### src/mem_ref_defines.svh
`ifndef MEM_REF_DEFINES_SVH
`define MEM_REF_DEFINES_SVH

// opcode fields of the first instruction byte
`define OPC4_LOAD_DIRECT       4'h8
`define OPC4_STORE_DIRECT      4'h9
`define OPC4_ADD               4'ha
`define OPC4_SKIP_NOT_EQUAL    4'hb
`define OPC6_AND               6'h30
`define OPC6_OR                6'h34
`define OPC6_SKIP_AND_ZERO     6'h38
`define OPC6_INCREMENT_SKIP    6'h39
`define OPC6_SUBTRACT          6'h3c
`define OPC6_DECREMENT_SKIP    6'h3d
`define OPC7_LOAD_POINTER      7'h12
`define OPC7_STORE_POINTER     7'h1a

// field positions in the first instruction byte
`define OPC4_MSB               7
`define OPC4_LSB               4
`define OPC6_MSB               7
`define OPC6_LSB               2
`define OPC7_MSB               7
`define OPC7_LSB               1
`define ACC_SEL_MSB            3
`define ACC_SEL_LSB            2
`define MODE_MSB               1
`define MODE_LSB               0
`define PAGE_SEL_BIT           0

// addressing mode codes
`define MODE_BASE_PAGE         2'h0
`define MODE_CURRENT_PAGE      2'h1
`define MODE_UNDEFINED         2'h2
`define MODE_INDEXED           2'h3

// constants and reset values
`define BASE_PAGE              8'h00
`define PC_STEP                16'h0001
`define SKIP_STEP              16'h0002
`define BYTE_STEP              8'h01
`define RESET_PC               16'h0000
`define RESET_BYTE             8'h00
`define RESET_ADDR             16'h0000

`endif

### src/mem_ref_pkg.sv
package mem_ref_pkg;

  // gray codes along fetch -> displacement -> pointer -> operand -> writeback
  typedef enum logic [2:0] {
    ST_FETCH_OP   = 3'h0,
    ST_FETCH_DISP = 3'h1,
    ST_PTR_PAGE   = 3'h3,
    ST_PTR_BYTE   = 3'h2,
    ST_OPERAND    = 3'h6,
    ST_WRITEBACK  = 3'h7
  } state_e;

  typedef enum logic [3:0] {
    OP_NONE,
    OP_LOAD_DIRECT,
    OP_STORE_DIRECT,
    OP_ADD,
    OP_SKIP_NOT_EQUAL,
    OP_AND,
    OP_OR,
    OP_SKIP_AND_ZERO,
    OP_INCREMENT_SKIP_ZERO,
    OP_SUBTRACT,
    OP_DECREMENT_SKIP_ZERO,
    OP_LOAD_VIA_POINTER,
    OP_STORE_VIA_POINTER
  } op_e;

  // one held memory request towards the byte-wide memory
  typedef struct packed {
    logic        req;
    logic        we;
    logic [15:0] address;
    logic [7:0]  wdata;
  } mem_cmd_s;

  typedef logic [3:0][7:0] acc_bank_t;

endpackage

### src/memory_reference_instruction_unit.sv
// Behaviour
// - mode 11: page from accumulator two, byte is accumulator three plus displacement
// - indirect: displacement points at two bytes, page first then byte
// - page-select bit puts the pointer on base page or current page
// - displacement byte is unsigned eight bits
// - program counter already advanced when the address is formed; high half is page
// - select flag picks carry or overflow for the combined output line
// - direct load copies memory to accumulator; direct store writes accumulator out
// - load via pointer fills accumulator zero from the pointed location
// - store via pointer writes accumulator zero to the pointed location
// - add puts accumulator plus memory byte into the selected accumulator
// - subtract takes memory byte from accumulator zero only
// - add and subtract update carry and overflow flags
// - AND of accumulator zero with memory byte into accumulator zero
// - inclusive OR of accumulator zero with memory byte into accumulator zero
// - increment memory byte, write back, skip two if zero
// - decrement memory byte, write back, skip two if zero
// - skip two on not-equal, or when accumulator zero AND byte is zero
// - mode 00 is page zero, mode 01 is the current page
// - indexed byte sum wraps in eight bits; page never changes
// - carry is carry out of bit 7; overflow is carry in differing from out
`include "mem_ref_defines.svh"
`timescale 1ns/100ps
`default_nettype none

module memory_reference_instruction_unit (
  input  wire logic                   clk_sys,
  input  wire logic                   reset_n,
  input  wire logic                   mem_ack,
  input  wire logic [7:0]             mem_rdata,
  input  wire logic                   select_flag,
  output mem_ref_pkg::mem_cmd_s       mem_cmd,
  output logic [15:0]                 program_counter,
  output mem_ref_pkg::acc_bank_t      accumulators,
  output logic                        carry_flag,
  output logic                        overflow_flag,
  output logic                        carry_overflow_output_line,
  output logic                        unsupported_opcode
);

  function automatic mem_ref_pkg::op_e decode_op(input logic [7:0] b);
    logic [1:0] mode;
    mode = b[`MODE_MSB:`MODE_LSB];
    decode_op = mem_ref_pkg::OP_NONE;
    if (b[`OPC7_MSB:`OPC7_LSB] == `OPC7_LOAD_POINTER) begin
      decode_op = mem_ref_pkg::OP_LOAD_VIA_POINTER;
    end else if (b[`OPC7_MSB:`OPC7_LSB] == `OPC7_STORE_POINTER) begin
      decode_op = mem_ref_pkg::OP_STORE_VIA_POINTER;
    end else if (mode != `MODE_UNDEFINED) begin
      unique case (b[`OPC4_MSB:`OPC4_LSB])
        `OPC4_LOAD_DIRECT:    decode_op = mem_ref_pkg::OP_LOAD_DIRECT;
        `OPC4_STORE_DIRECT:   decode_op = mem_ref_pkg::OP_STORE_DIRECT;
        `OPC4_ADD:            decode_op = mem_ref_pkg::OP_ADD;
        `OPC4_SKIP_NOT_EQUAL: decode_op = mem_ref_pkg::OP_SKIP_NOT_EQUAL;
        default: begin
          unique case (b[`OPC6_MSB:`OPC6_LSB])
            `OPC6_AND:            decode_op = mem_ref_pkg::OP_AND;
            `OPC6_OR:             decode_op = mem_ref_pkg::OP_OR;
            `OPC6_SKIP_AND_ZERO:  decode_op = mem_ref_pkg::OP_SKIP_AND_ZERO;
            `OPC6_INCREMENT_SKIP: decode_op = mem_ref_pkg::OP_INCREMENT_SKIP_ZERO;
            `OPC6_SUBTRACT:       decode_op = mem_ref_pkg::OP_SUBTRACT;
            `OPC6_DECREMENT_SKIP: decode_op = mem_ref_pkg::OP_DECREMENT_SKIP_ZERO;
            default:              decode_op = mem_ref_pkg::OP_NONE;
          endcase
        end
      endcase
    end
  endfunction

  mem_ref_pkg::state_e state;
  logic [7:0]          instr;
  logic [7:0]          disp;
  logic [7:0]          ptr_page;
  logic [7:0]          ptr_byte;
  logic [7:0]          modified_byte;

  wire logic                ack = mem_cmd.req && mem_ack;
  wire mem_ref_pkg::op_e    op = decode_op(instr);
  wire mem_ref_pkg::op_e    fetched_op = decode_op(mem_rdata);
  wire logic [1:0]          addressing_mode_field = instr[`MODE_MSB:`MODE_LSB];
  wire logic [1:0]          acc_sel = instr[`ACC_SEL_MSB:`ACC_SEL_LSB];
  wire logic                page_select = instr[`PAGE_SEL_BIT];
  wire logic [7:0]          program_page_counter = program_counter[15:8];
  wire logic [7:0]          accumulator_zero = accumulators[0];
  wire logic [7:0]          index_page_accumulator = accumulators[2];
  wire logic [7:0]          index_byte_accumulator = accumulators[3];
  wire logic [7:0]          selected_accumulator = accumulators[acc_sel];
  wire logic                indirect = (op == mem_ref_pkg::OP_LOAD_VIA_POINTER) ||
                                       (op == mem_ref_pkg::OP_STORE_VIA_POINTER);
  wire logic                fetched_indirect =
                              (fetched_op == mem_ref_pkg::OP_LOAD_VIA_POINTER) ||
                              (fetched_op == mem_ref_pkg::OP_STORE_VIA_POINTER);

  // effective address; the counter has passed both instruction bytes already
  wire logic [7:0]  indexed_byte = index_byte_accumulator + disp;
  wire logic [15:0] effective_address =
    (addressing_mode_field == `MODE_INDEXED)      ? {index_page_accumulator, indexed_byte} :
    (addressing_mode_field == `MODE_CURRENT_PAGE) ? {program_page_counter, disp} :
                                                    {`BASE_PAGE, disp};
  wire logic [15:0] pointer_address =
    {(page_select ? program_page_counter : `BASE_PAGE), disp};
  // the pointer's second byte stays on the pointer's page
  wire logic [15:0] pointer_next = {pointer_address[15:8], pointer_address[7:0] + `BYTE_STEP};
  wire logic [15:0] operand_address = indirect ? {ptr_page, ptr_byte} : effective_address;

  wire logic store_op = (op == mem_ref_pkg::OP_STORE_DIRECT) ||
                        (op == mem_ref_pkg::OP_STORE_VIA_POINTER);
  wire logic rmw_op   = (op == mem_ref_pkg::OP_INCREMENT_SKIP_ZERO) ||
                        (op == mem_ref_pkg::OP_DECREMENT_SKIP_ZERO);

  wire logic [15:0] next_address =
    (state == mem_ref_pkg::ST_FETCH_OP)   ? program_counter :
    (state == mem_ref_pkg::ST_FETCH_DISP) ? program_counter :
    (state == mem_ref_pkg::ST_PTR_PAGE)   ? pointer_address :
    (state == mem_ref_pkg::ST_PTR_BYTE)   ? pointer_next : operand_address;
  wire logic       next_we = ((state == mem_ref_pkg::ST_OPERAND) && store_op) ||
                             (state == mem_ref_pkg::ST_WRITEBACK);
  wire logic [7:0] next_wdata =
    (state == mem_ref_pkg::ST_WRITEBACK)       ? modified_byte :
    (op == mem_ref_pkg::OP_STORE_VIA_POINTER)  ? accumulator_zero :
                                                 selected_accumulator;

  // arithmetic: subtract is accumulator zero plus the complement plus one
  wire logic       is_sub = (op == mem_ref_pkg::OP_SUBTRACT);
  wire logic [7:0] alu_a = is_sub ? accumulator_zero : selected_accumulator;
  wire logic [7:0] alu_b = is_sub ? ~mem_rdata : mem_rdata;
  wire logic [8:0] alu_sum = {1'b0, alu_a} + {1'b0, alu_b} + {8'h00, is_sub};
  wire logic [7:0] alu_low = {1'b0, alu_a[6:0]} + {1'b0, alu_b[6:0]} + {7'h00, is_sub};
  wire logic       next_carry = alu_sum[8];
  wire logic       next_overflow = alu_low[7] ^ alu_sum[8];

  wire logic [7:0] rmw_value =
    (op == mem_ref_pkg::OP_INCREMENT_SKIP_ZERO) ? mem_rdata + `BYTE_STEP :
                                                  mem_rdata - `BYTE_STEP;

  wire logic skip_taken =
    ((op == mem_ref_pkg::OP_SKIP_NOT_EQUAL) && (selected_accumulator != mem_rdata)) ||
    ((op == mem_ref_pkg::OP_SKIP_AND_ZERO) && ((accumulator_zero & mem_rdata) == 8'h00));

  wire logic operand_done = ack && (state == mem_ref_pkg::ST_OPERAND);
  wire logic acc_we = operand_done && !store_op && !rmw_op &&
                      (op != mem_ref_pkg::OP_SKIP_NOT_EQUAL) &&
                      (op != mem_ref_pkg::OP_SKIP_AND_ZERO);
  wire logic [1:0] acc_idx = ((op == mem_ref_pkg::OP_LOAD_DIRECT) ||
                              (op == mem_ref_pkg::OP_ADD)) ? acc_sel : 2'h0;
  wire logic [7:0] acc_wdata =
    (op == mem_ref_pkg::OP_ADD)      ? alu_sum[7:0] :
    (op == mem_ref_pkg::OP_SUBTRACT) ? alu_sum[7:0] :
    (op == mem_ref_pkg::OP_AND)      ? accumulator_zero & mem_rdata :
    (op == mem_ref_pkg::OP_OR)       ? accumulator_zero | mem_rdata :
                                       mem_rdata;
  wire logic flags_we = operand_done && ((op == mem_ref_pkg::OP_ADD) || is_sub);

  wire logic fetch_ack = ack && ((state == mem_ref_pkg::ST_FETCH_OP) ||
                                 (state == mem_ref_pkg::ST_FETCH_DISP));
  wire logic rmw_zero  = ack && (state == mem_ref_pkg::ST_WRITEBACK) && (modified_byte == 8'h00);
  wire logic [15:0] next_pc =
    fetch_ack                                ? program_counter + `PC_STEP :
    (rmw_zero || (operand_done && skip_taken)) ? program_counter + `SKIP_STEP :
                                               program_counter;

  mem_ref_pkg::state_e next_state;
  always_comb begin
    next_state = state;
    if (ack) begin
      unique case (state)
        mem_ref_pkg::ST_FETCH_OP:   next_state = (fetched_op == mem_ref_pkg::OP_NONE) ?
                                      mem_ref_pkg::ST_FETCH_OP : mem_ref_pkg::ST_FETCH_DISP;
        mem_ref_pkg::ST_FETCH_DISP: next_state = indirect ?
                                      mem_ref_pkg::ST_PTR_PAGE : mem_ref_pkg::ST_OPERAND;
        mem_ref_pkg::ST_PTR_PAGE:   next_state = mem_ref_pkg::ST_PTR_BYTE;
        mem_ref_pkg::ST_PTR_BYTE:   next_state = mem_ref_pkg::ST_OPERAND;
        mem_ref_pkg::ST_OPERAND:    next_state = rmw_op ?
                                      mem_ref_pkg::ST_WRITEBACK : mem_ref_pkg::ST_FETCH_OP;
        mem_ref_pkg::ST_WRITEBACK:  next_state = mem_ref_pkg::ST_FETCH_OP;
        default:                    next_state = mem_ref_pkg::ST_FETCH_OP;
      endcase
    end
  end

  // request is raised one cycle after the previous ack so address and data settle first
  always_ff @(posedge clk_sys or negedge reset_n) begin
    if (!reset_n) begin
      state   <= mem_ref_pkg::ST_FETCH_OP;
      mem_cmd <= '0;
    end else if (!mem_cmd.req) begin
      mem_cmd <= '{req: 1'b1, we: next_we, address: next_address, wdata: next_wdata};
    end else if (mem_ack) begin
      mem_cmd.req <= 1'b0;
      state       <= next_state;
    end
  end

  always_ff @(posedge clk_sys or negedge reset_n) begin
    if (!reset_n) begin
      instr         <= `RESET_BYTE;
      disp          <= `RESET_BYTE;
      ptr_page      <= `RESET_BYTE;
      ptr_byte      <= `RESET_BYTE;
      modified_byte <= `RESET_BYTE;
    end else if (ack) begin
      if (state == mem_ref_pkg::ST_FETCH_OP) instr <= mem_rdata;
      if (state == mem_ref_pkg::ST_FETCH_DISP) disp <= mem_rdata;
      if (state == mem_ref_pkg::ST_PTR_PAGE) ptr_page <= mem_rdata;
      if (state == mem_ref_pkg::ST_PTR_BYTE) ptr_byte <= mem_rdata;
      if (state == mem_ref_pkg::ST_OPERAND) modified_byte <= rmw_value;
    end
  end

  always_ff @(posedge clk_sys or negedge reset_n) begin
    if (!reset_n) begin
      program_counter    <= `RESET_PC;
      unsupported_opcode <= 1'b0;
    end else begin
      program_counter    <= next_pc;
      unsupported_opcode <= ack && (state == mem_ref_pkg::ST_FETCH_OP) &&
                            (fetched_op == mem_ref_pkg::OP_NONE);
    end
  end

  always_ff @(posedge clk_sys or negedge reset_n) begin
    if (!reset_n) begin
      accumulators               <= '0;
      carry_flag                 <= 1'b0;
      overflow_flag              <= 1'b0;
      carry_overflow_output_line <= 1'b0;
    end else begin
      if (acc_we) accumulators[acc_idx] <= acc_wdata;
      if (flags_we) begin
        carry_flag    <= next_carry;
        overflow_flag <= next_overflow;
      end
      // follows the flags one cycle later
      carry_overflow_output_line <= select_flag ? overflow_flag : carry_flag;
    end
  end

  wire logic direct_operand_req = mem_cmd.req && (state == mem_ref_pkg::ST_OPERAND) && !indirect;
endmodule

`default_nettype wire

### config.mk
export PLATFORM = sky130hd
export DESIGN_NAME = memory_reference_instruction_unit
export DESIGN_NICKNAME = d
export VERILOG_FILES = /design/src/mem_ref_pkg.sv /design/src/memory_reference_instruction_unit.sv
export VERILOG_INCLUDE_DIRS = /design/src
export SDC_FILE = /design/constraint.sdc
export NUM_CORES = 1
export LEC_CHECK = 0
export BUFFER_PORTS_ARGS = -buffer_cell sky130_fd_sc_hd__buf_4
export CAP_MARGIN = 0
export CORE_AREA = 3 3 165 167
export CTS_CLUSTER_SIZE = 8
export DETAILED_ROUTE_END_ITERATION = 16
export DIE_AREA = 0 0 168 170
export PLACE_DENSITY = 0.53
export SKIP_CTS_REPAIR_TIMING = 1
export SYNTH_ARGS = -nofsm -noshare
export SYNTH_HDL_FRONTEND = slang
export SYNTH_SLANG_ARGS = --single-unit
### constraint.sdc
create_clock -name clk_sys -period 3.97 [get_ports clk_sys]
set_input_delay 0.1985 -clock clk_sys [delete_from_list [all_inputs] [get_ports clk_sys]]
set_output_delay 0.1985 -clock clk_sys [all_outputs]
set_load 0.005 [all_outputs]
Word level (Yosys, flattened, before mapping)
Cells that the tools add are included.

Input port bits: 12. Word-level logic and storage cells: 165. Bits in registers: 121. Output and inout port bits: 78.

Mux-type cells: 42. $add $sub $neg: 10. Equal/unequal tests: 48. Bitwise logic cells: 4. Magnitude comparators: 3. Reductions and logical operators: 39.

Operator list (count): 16-bit 2-to-1 mux (9); 8-bit 2-to-1 mux (12); 6-bit equality test, second input constant (12); 4-bit equality test, second input constant (13); 4-bit one-hot mux with 6 select lines (2); 32-bit bitwise mux (1); 4-bit one-hot mux with 4 select lines (2); 7-bit by 5-bit equality test with 1-bit output, second input constant (4); 4-bit 2-to-1 mux (6); 1-bit logical AND (17); 16-bit by 1-bit adder with 16-bit output, second input constant (1); 16-bit by 2-bit adder with 16-bit output, second input constant (1); 8-bit by 1-bit adder with 8-bit output, second input constant (2); 8-bit binary-select mux with 2-bit select (1); 8-bit demux with 2-bit select (1); 4-bit by 3-bit equality test with 1-bit output, second input constant (4); 8-bit zero test (2); 3-bit one-hot mux with 5 select lines (1); 2-bit AND reduction (5); 8-bit by 8-bit adder with 9-bit output (1); 9-bit by 1-bit adder with 9-bit output (1); 1-bit logical OR (9); 7-bit by 7-bit adder with 8-bit output (1); 8-bit by 1-bit adder with 8-bit output (1); other kinds (26) (37).

Depth between registers and ports, before layout
Word-level depth: 14. Gate-level depth with buffers: 17. Gate-level depth less buffers: 15.

Worst setup path before layout
No wires, ideal clock.

Path type: register -> register. Start point: register instr[6]. End point: register accumulators[15] in the netlist's numbering. Setup time: 0.127 ns. Path buffers: 1. Data arrival time: 3.205 ns. Path slack: 0.638 ns. Clock period less this slack: 3.332 ns. Cell stages (with the launch flop): 14. Required time: 3.843 ns. Path through: dfrtp_1 -> buf_6 -> nor4b_2 -> nand3b_1 -> a211oi_4 -> xnor2_1 -> ha_1 -> nand2b_1 -> a2111oi_2 -> o21ai_1 -> a31oi_2 -> xor2_1 -> o21a_2 -> mux2_1.

Longest elaborated chain between the ends: 14. Elaborated cells between the ends (all ways): 52. Classes of those cells: 2 x add/sub; 2 x order compare; 23 x eq/ne; 15 x mux; 10 x reduce/logical.

Ends and longest elaborated chain: from (decl) (line memory_reference_instruction_unit.sv:71) `logic [7:0] instr;`; from (signal assigned) (line memory_reference_instruction_unit.sv:196) `` instr <= `RESET_BYTE; ``; from (signal assigned) (line memory_reference_instruction_unit.sv:202) `if (state == mem_ref_pkg::ST_FETCH_OP) instr <= mem_rdata;`; 6-bit equality test (line memory_reference_instruction_unit.sv:56) `` unique case (b[`OPC6_MSB:`OPC6_LSB]) ``; 4-bit one-hot mux with 6 select lines (line memory_reference_instruction_unit.sv:56); 4-bit one-hot mux with 4 select lines (line memory_reference_instruction_unit.sv:50) `` unique case (b[`OPC4_MSB:`OPC4_LSB]) ``; 4-bit 2-to-1 mux (line memory_reference_instruction_unit.sv:49) `` end else if (mode != `MODE_UNDEFINED) begin ``; 4-bit 2-to-1 mux (line memory_reference_instruction_unit.sv:47) `` end else if (b[`OPC7_MSB:`OPC7_LSB] == `OPC7_STORE_POINTER) begin ``; 4-bit 2-to-1 mux (*) (line memory_reference_instruction_unit.sv:45) `` if (b[`OPC7_MSB:`OPC7_LSB] == `OPC7_LOAD_POINTER) begin ``; branches (longest 8 deep; another with 8-bit by 8-bit adder with 9-bit output); to (signal, indexed assignment) (line memory_reference_instruction_unit.sv:228) `if (acc_we) accumulators[acc_idx] <= acc_wdata;`; to (decl) (line memory_reference_instruction_unit.sv:34) `output mem_ref_pkg::acc_bank_t accumulators,`.

Mark *: on every way between the ends. A chain may end at the register's enable or synchronous reset.

Worst setup path after layout
Start point: register instr[6]. End point: register accumulators (netlist bit index_byte_accumulator[6]).

The elaborated chain is that of the path after synthesis.

==> flow_metrics.tcl <==
set metrics [dict create \
    synth_ff_type "dfrtp_1" \
    period_share 0.8871 \
    htreeDepth 4 \
    path_depth 13 \
    portBuffers 89 \
    cp_data_required_time_ns 4.27 \
    die_h_um 170 \
    clk_latency_ns 0.42 \
    worst_slew_pin_slew_ns 0.8105 \
    leakage_nw 4.160 \
    vias 6183 \
    syn_nets 818 \
    rows 59 \
    tns_ns 0 \
    cts_tree "built" \
    slew_headroom 0.4567 \
    ir_drop_uv 217.1 \
    place_ws_ns 0.3541 \
    dp_hpwl_mm 17.02 \
    cts_max_path_buffers 2 \
    cp-start-kind "flop" \
    vias_per_cell 5.118 \
    grt_usage 0.1703 \
    routed_wl_mm 23.69 \
    drive_above_1_share 0.2325 \
    max_freq_ghz 0.2840 \
    status "completed" \
    maxCapViolCount 0 \
    syn_inst 780 \
    ios 90 \
    initial_core_util 0.2892 \
    antenna_cells 0 \
    critical_path.top_delay_family "compound AO/OA/AOI/OAI gates" \
    worstPathMaxFanout 10 \
    ys_warn_count 0 \
    slew_viol_final 0 \
    crit_arrival_ns 3.82 \
    fin_util 0.3508 \
    dieArea_mm2 0.02856 \
    power_density_mw_per_mm2 686.0 \
    grt_pass1_wl_mm 37.75 \
    clk_pin_slew_worst_paths_ns 0.06 \
    coreArea_mm2 0.02591 \
    holdWs_ns 0.02529 \
    setup_viol 0 \
    place_congestion 0.9062 \
    synth_edf_count 0 \
    numClockSinks 121 \
    area_delta_synth_final_pct 21.31 \
    drc_errors 0 \
    p_total_mw 6.236 \
    synth-async-reset-ratio 1.000 \
    ant_nets 0 \
    synth_area_mm2 0.007493 \
    fin_skew_ns 0.01005 \
    grt_pass1_vias 6210 \
    syn_avg_cell_area_um2 9.607 \
    ys_types 76 \
    cts_root_buffer "clkbuf_16" \
    setup_slack_ns 0.4483 \
    drt-initial-drc-count 559 \
    crit_chain "nor4b_2 -> nand3b_1 -> a211oi_4 -> buf_4 -> xor2_1 -> ha_1 -> o21ai_0 -> nand2b_1 -> a21o_1 -> a21o_1 -> xor2_1 -> o21ai_1 -> o21ai_0" \
    hold_path_depth 2 \
    rr_worst_depth 13 \
    finalNetCount 898 \
    numCtsBuffers 17 \
    first_pass_iters 6 \
    hold_viol 0 \
    min_period_ns 3.522 \
    overflow 0 \
    crit_type "flop to flop" \
    post_drt_wl_per_cell_um 19.61 \
    rsz0062_at_grt "false" \
    critical_path_buf_inv_count 1 \
    hp-class "primary input to flop" \
    ys_ff_latch 121 \
    crit_slowest_cell "dfrtp_1" \
    worst_path_largest_cell_delay_ns 0.48 \
    ys_seq_area_frac 0.4041 \
    grt_max_degree 69 \
    die_w_um 168 \
    antenna_found_initial 0 \
    end_kind "flop" \
]
## cells in the mapped netlist (all sizes together), types with 8 or more instances
cell,count,area (um2)
nor3,15,90.09
o21ai,88,447.9
nor4,8,50.05
buf,17,135.1
o31ai,11,82.58
xor2,32,280.3
a21oi,39,195.2
mux2,35,401.6
inv,10,37.53
a211oi,12,102.6
mux4,8,191.4
nand2b,9,56.30
nor2b,8,50.05
a21o,15,112.6
xnor2,23,201.4
a22oi,11,82.58
dfrtp,121,3028
nand3,19,107.6
nand2,107,404.1
clkbuf,30,112.6
ha,23,287.8
mux2i,22,220.2
nor2,48,180.2
## metrics by stage
step / cells / instance area [um2]
5_1_grt: 1208 / 9090
4_1_cts: 1207 / 9080
3_3_place_gp: 1175 / 8482
2_1_floorplan: 780 / 7493
6_report: 1208 / 9090
3_5_place_dp: 1175 / 8482
## cell families after synthesis
logic type      count (synthesis)  synth area share
xor+xnor                       55           0.06428
mux                            65            0.1085
flops                         121            0.4041
fa+ha+maj                      26           0.04642
buf+inv                        58           0.03857
simple gates                  246            0.1600
compound gates                209            0.1782
## where the power goes
part / leakage (nW) / total [mW] / switching [mW] / internal (mW)
registers: 1.58 / 2.08 / 0.465 / 1.62
clock network: 0.286 / 1.58 / 0.620 / 0.961
logic: 2.29 / 2.57 / 1.40 / 1.17
total: 4.16 / 6.24 / 2.49 / 3.75
## cells in the final DEF (no fill, tap or decap), types with 3 or more instances in the layout
master	netlist	routed
dfrtp_1	121	120
nand2_1	106	106
buf_4	1	106
o21ai_0	66	65
nor2_1	48	48
a21oi_1	39	39
xor2_1	32	32
mux2_2	32	32
xnor2_1	23	23
ha_1	23	23
mux2i_1	22	22
o21ai_1	20	21
nand3_1	18	18
clkbuf_16	0	17
a21o_1	15	15
nor3_1	12	12
o31ai_1	11	11
a22oi_1	11	11
a211oi_1	11	11
nand2b_1	9	9
inv_1	9	9
nor2b_1	8	8
nor4_1	8	8
nand4_1	7	7
mux4_2	5	5
and3_1	5	5
o211ai_1	5	5
clkinv_4	0	5
and2_1	4	4
mux4_1	3	3
a31oi_1	3	3
nor3_2	3	3
fa_1	3	3
clkinvlp_4	0	3
## final cells by class
class	instances	area (um2)
fillers	2675	16820
clock inverters	13	145.1
flip-flops and latches	121	3029
clock buffers	19	452.9
multi-input cells	601	4177
inverters	11	41.29
repair buffers	108	825.8
well taps	335	419.2
## sequential cells by signal, summed over array words and instances (netlist names)
signal	count
carry_overflow_output_line	1
disp	8
program_counter	16
accumulators	8
instr	8
ptr_page	8
overflow_flag	1
accumulator_zero	8
unsupported_opcode	1
ptr_byte	8
index_page_accumulator	8
index_byte_accumulator	8
state	3
modified_byte	8
carry_flag	1
mem_cmd	26
## layer usage
layer,global-route usage,routed length (um)
met1,0.2497,11590
met2,0.2575,10590
met3,0.03182,1141
met4,0.04696,365
met5,0,0
## worst reg2reg max path, cell delays in order, from the launching register on
cell	delay (ns)
dfrtp_1	0.48
nor4b_2	0.41
nand3b_1	0.26
a211oi_4	0.43
buf_4	0.22
xor2_1	0.18
ha_1	0.31
o21ai_0	0.10
nand2b_1	0.10
a21o_1	0.19
a21o_1	0.19
xor2_1	0.15
o21ai_1	0.26
o21ai_0	0.13
## worst paths after layout
path | slack, ns | from | to
min | 0.03 | select_flag | carry_overflow_output_line$_DFF_PN0_
min reg2reg | 0.48 | mem_cmd[1]$_DFFE_PN0N_ | mem_cmd[1]$_DFFE_PN0N_
max reg2reg | 0.45 | instr[6]$_DFFE_PN0P_ | index_byte_accumulator[6]$_DFFE_PN0P_
max | 0.45 | instr[6]$_DFFE_PN0P_ | index_byte_accumulator[6]$_DFFE_PN0P_
min in group asynchronous | 0.38 | reset_n | program_counter[7]$_DFFE_PN0P_
max in group asynchronous | 2.77 | reset_n | accumulators[8]$_DFFE_PN0P_
Note: power is estimated with default switching activity, not from simulation.
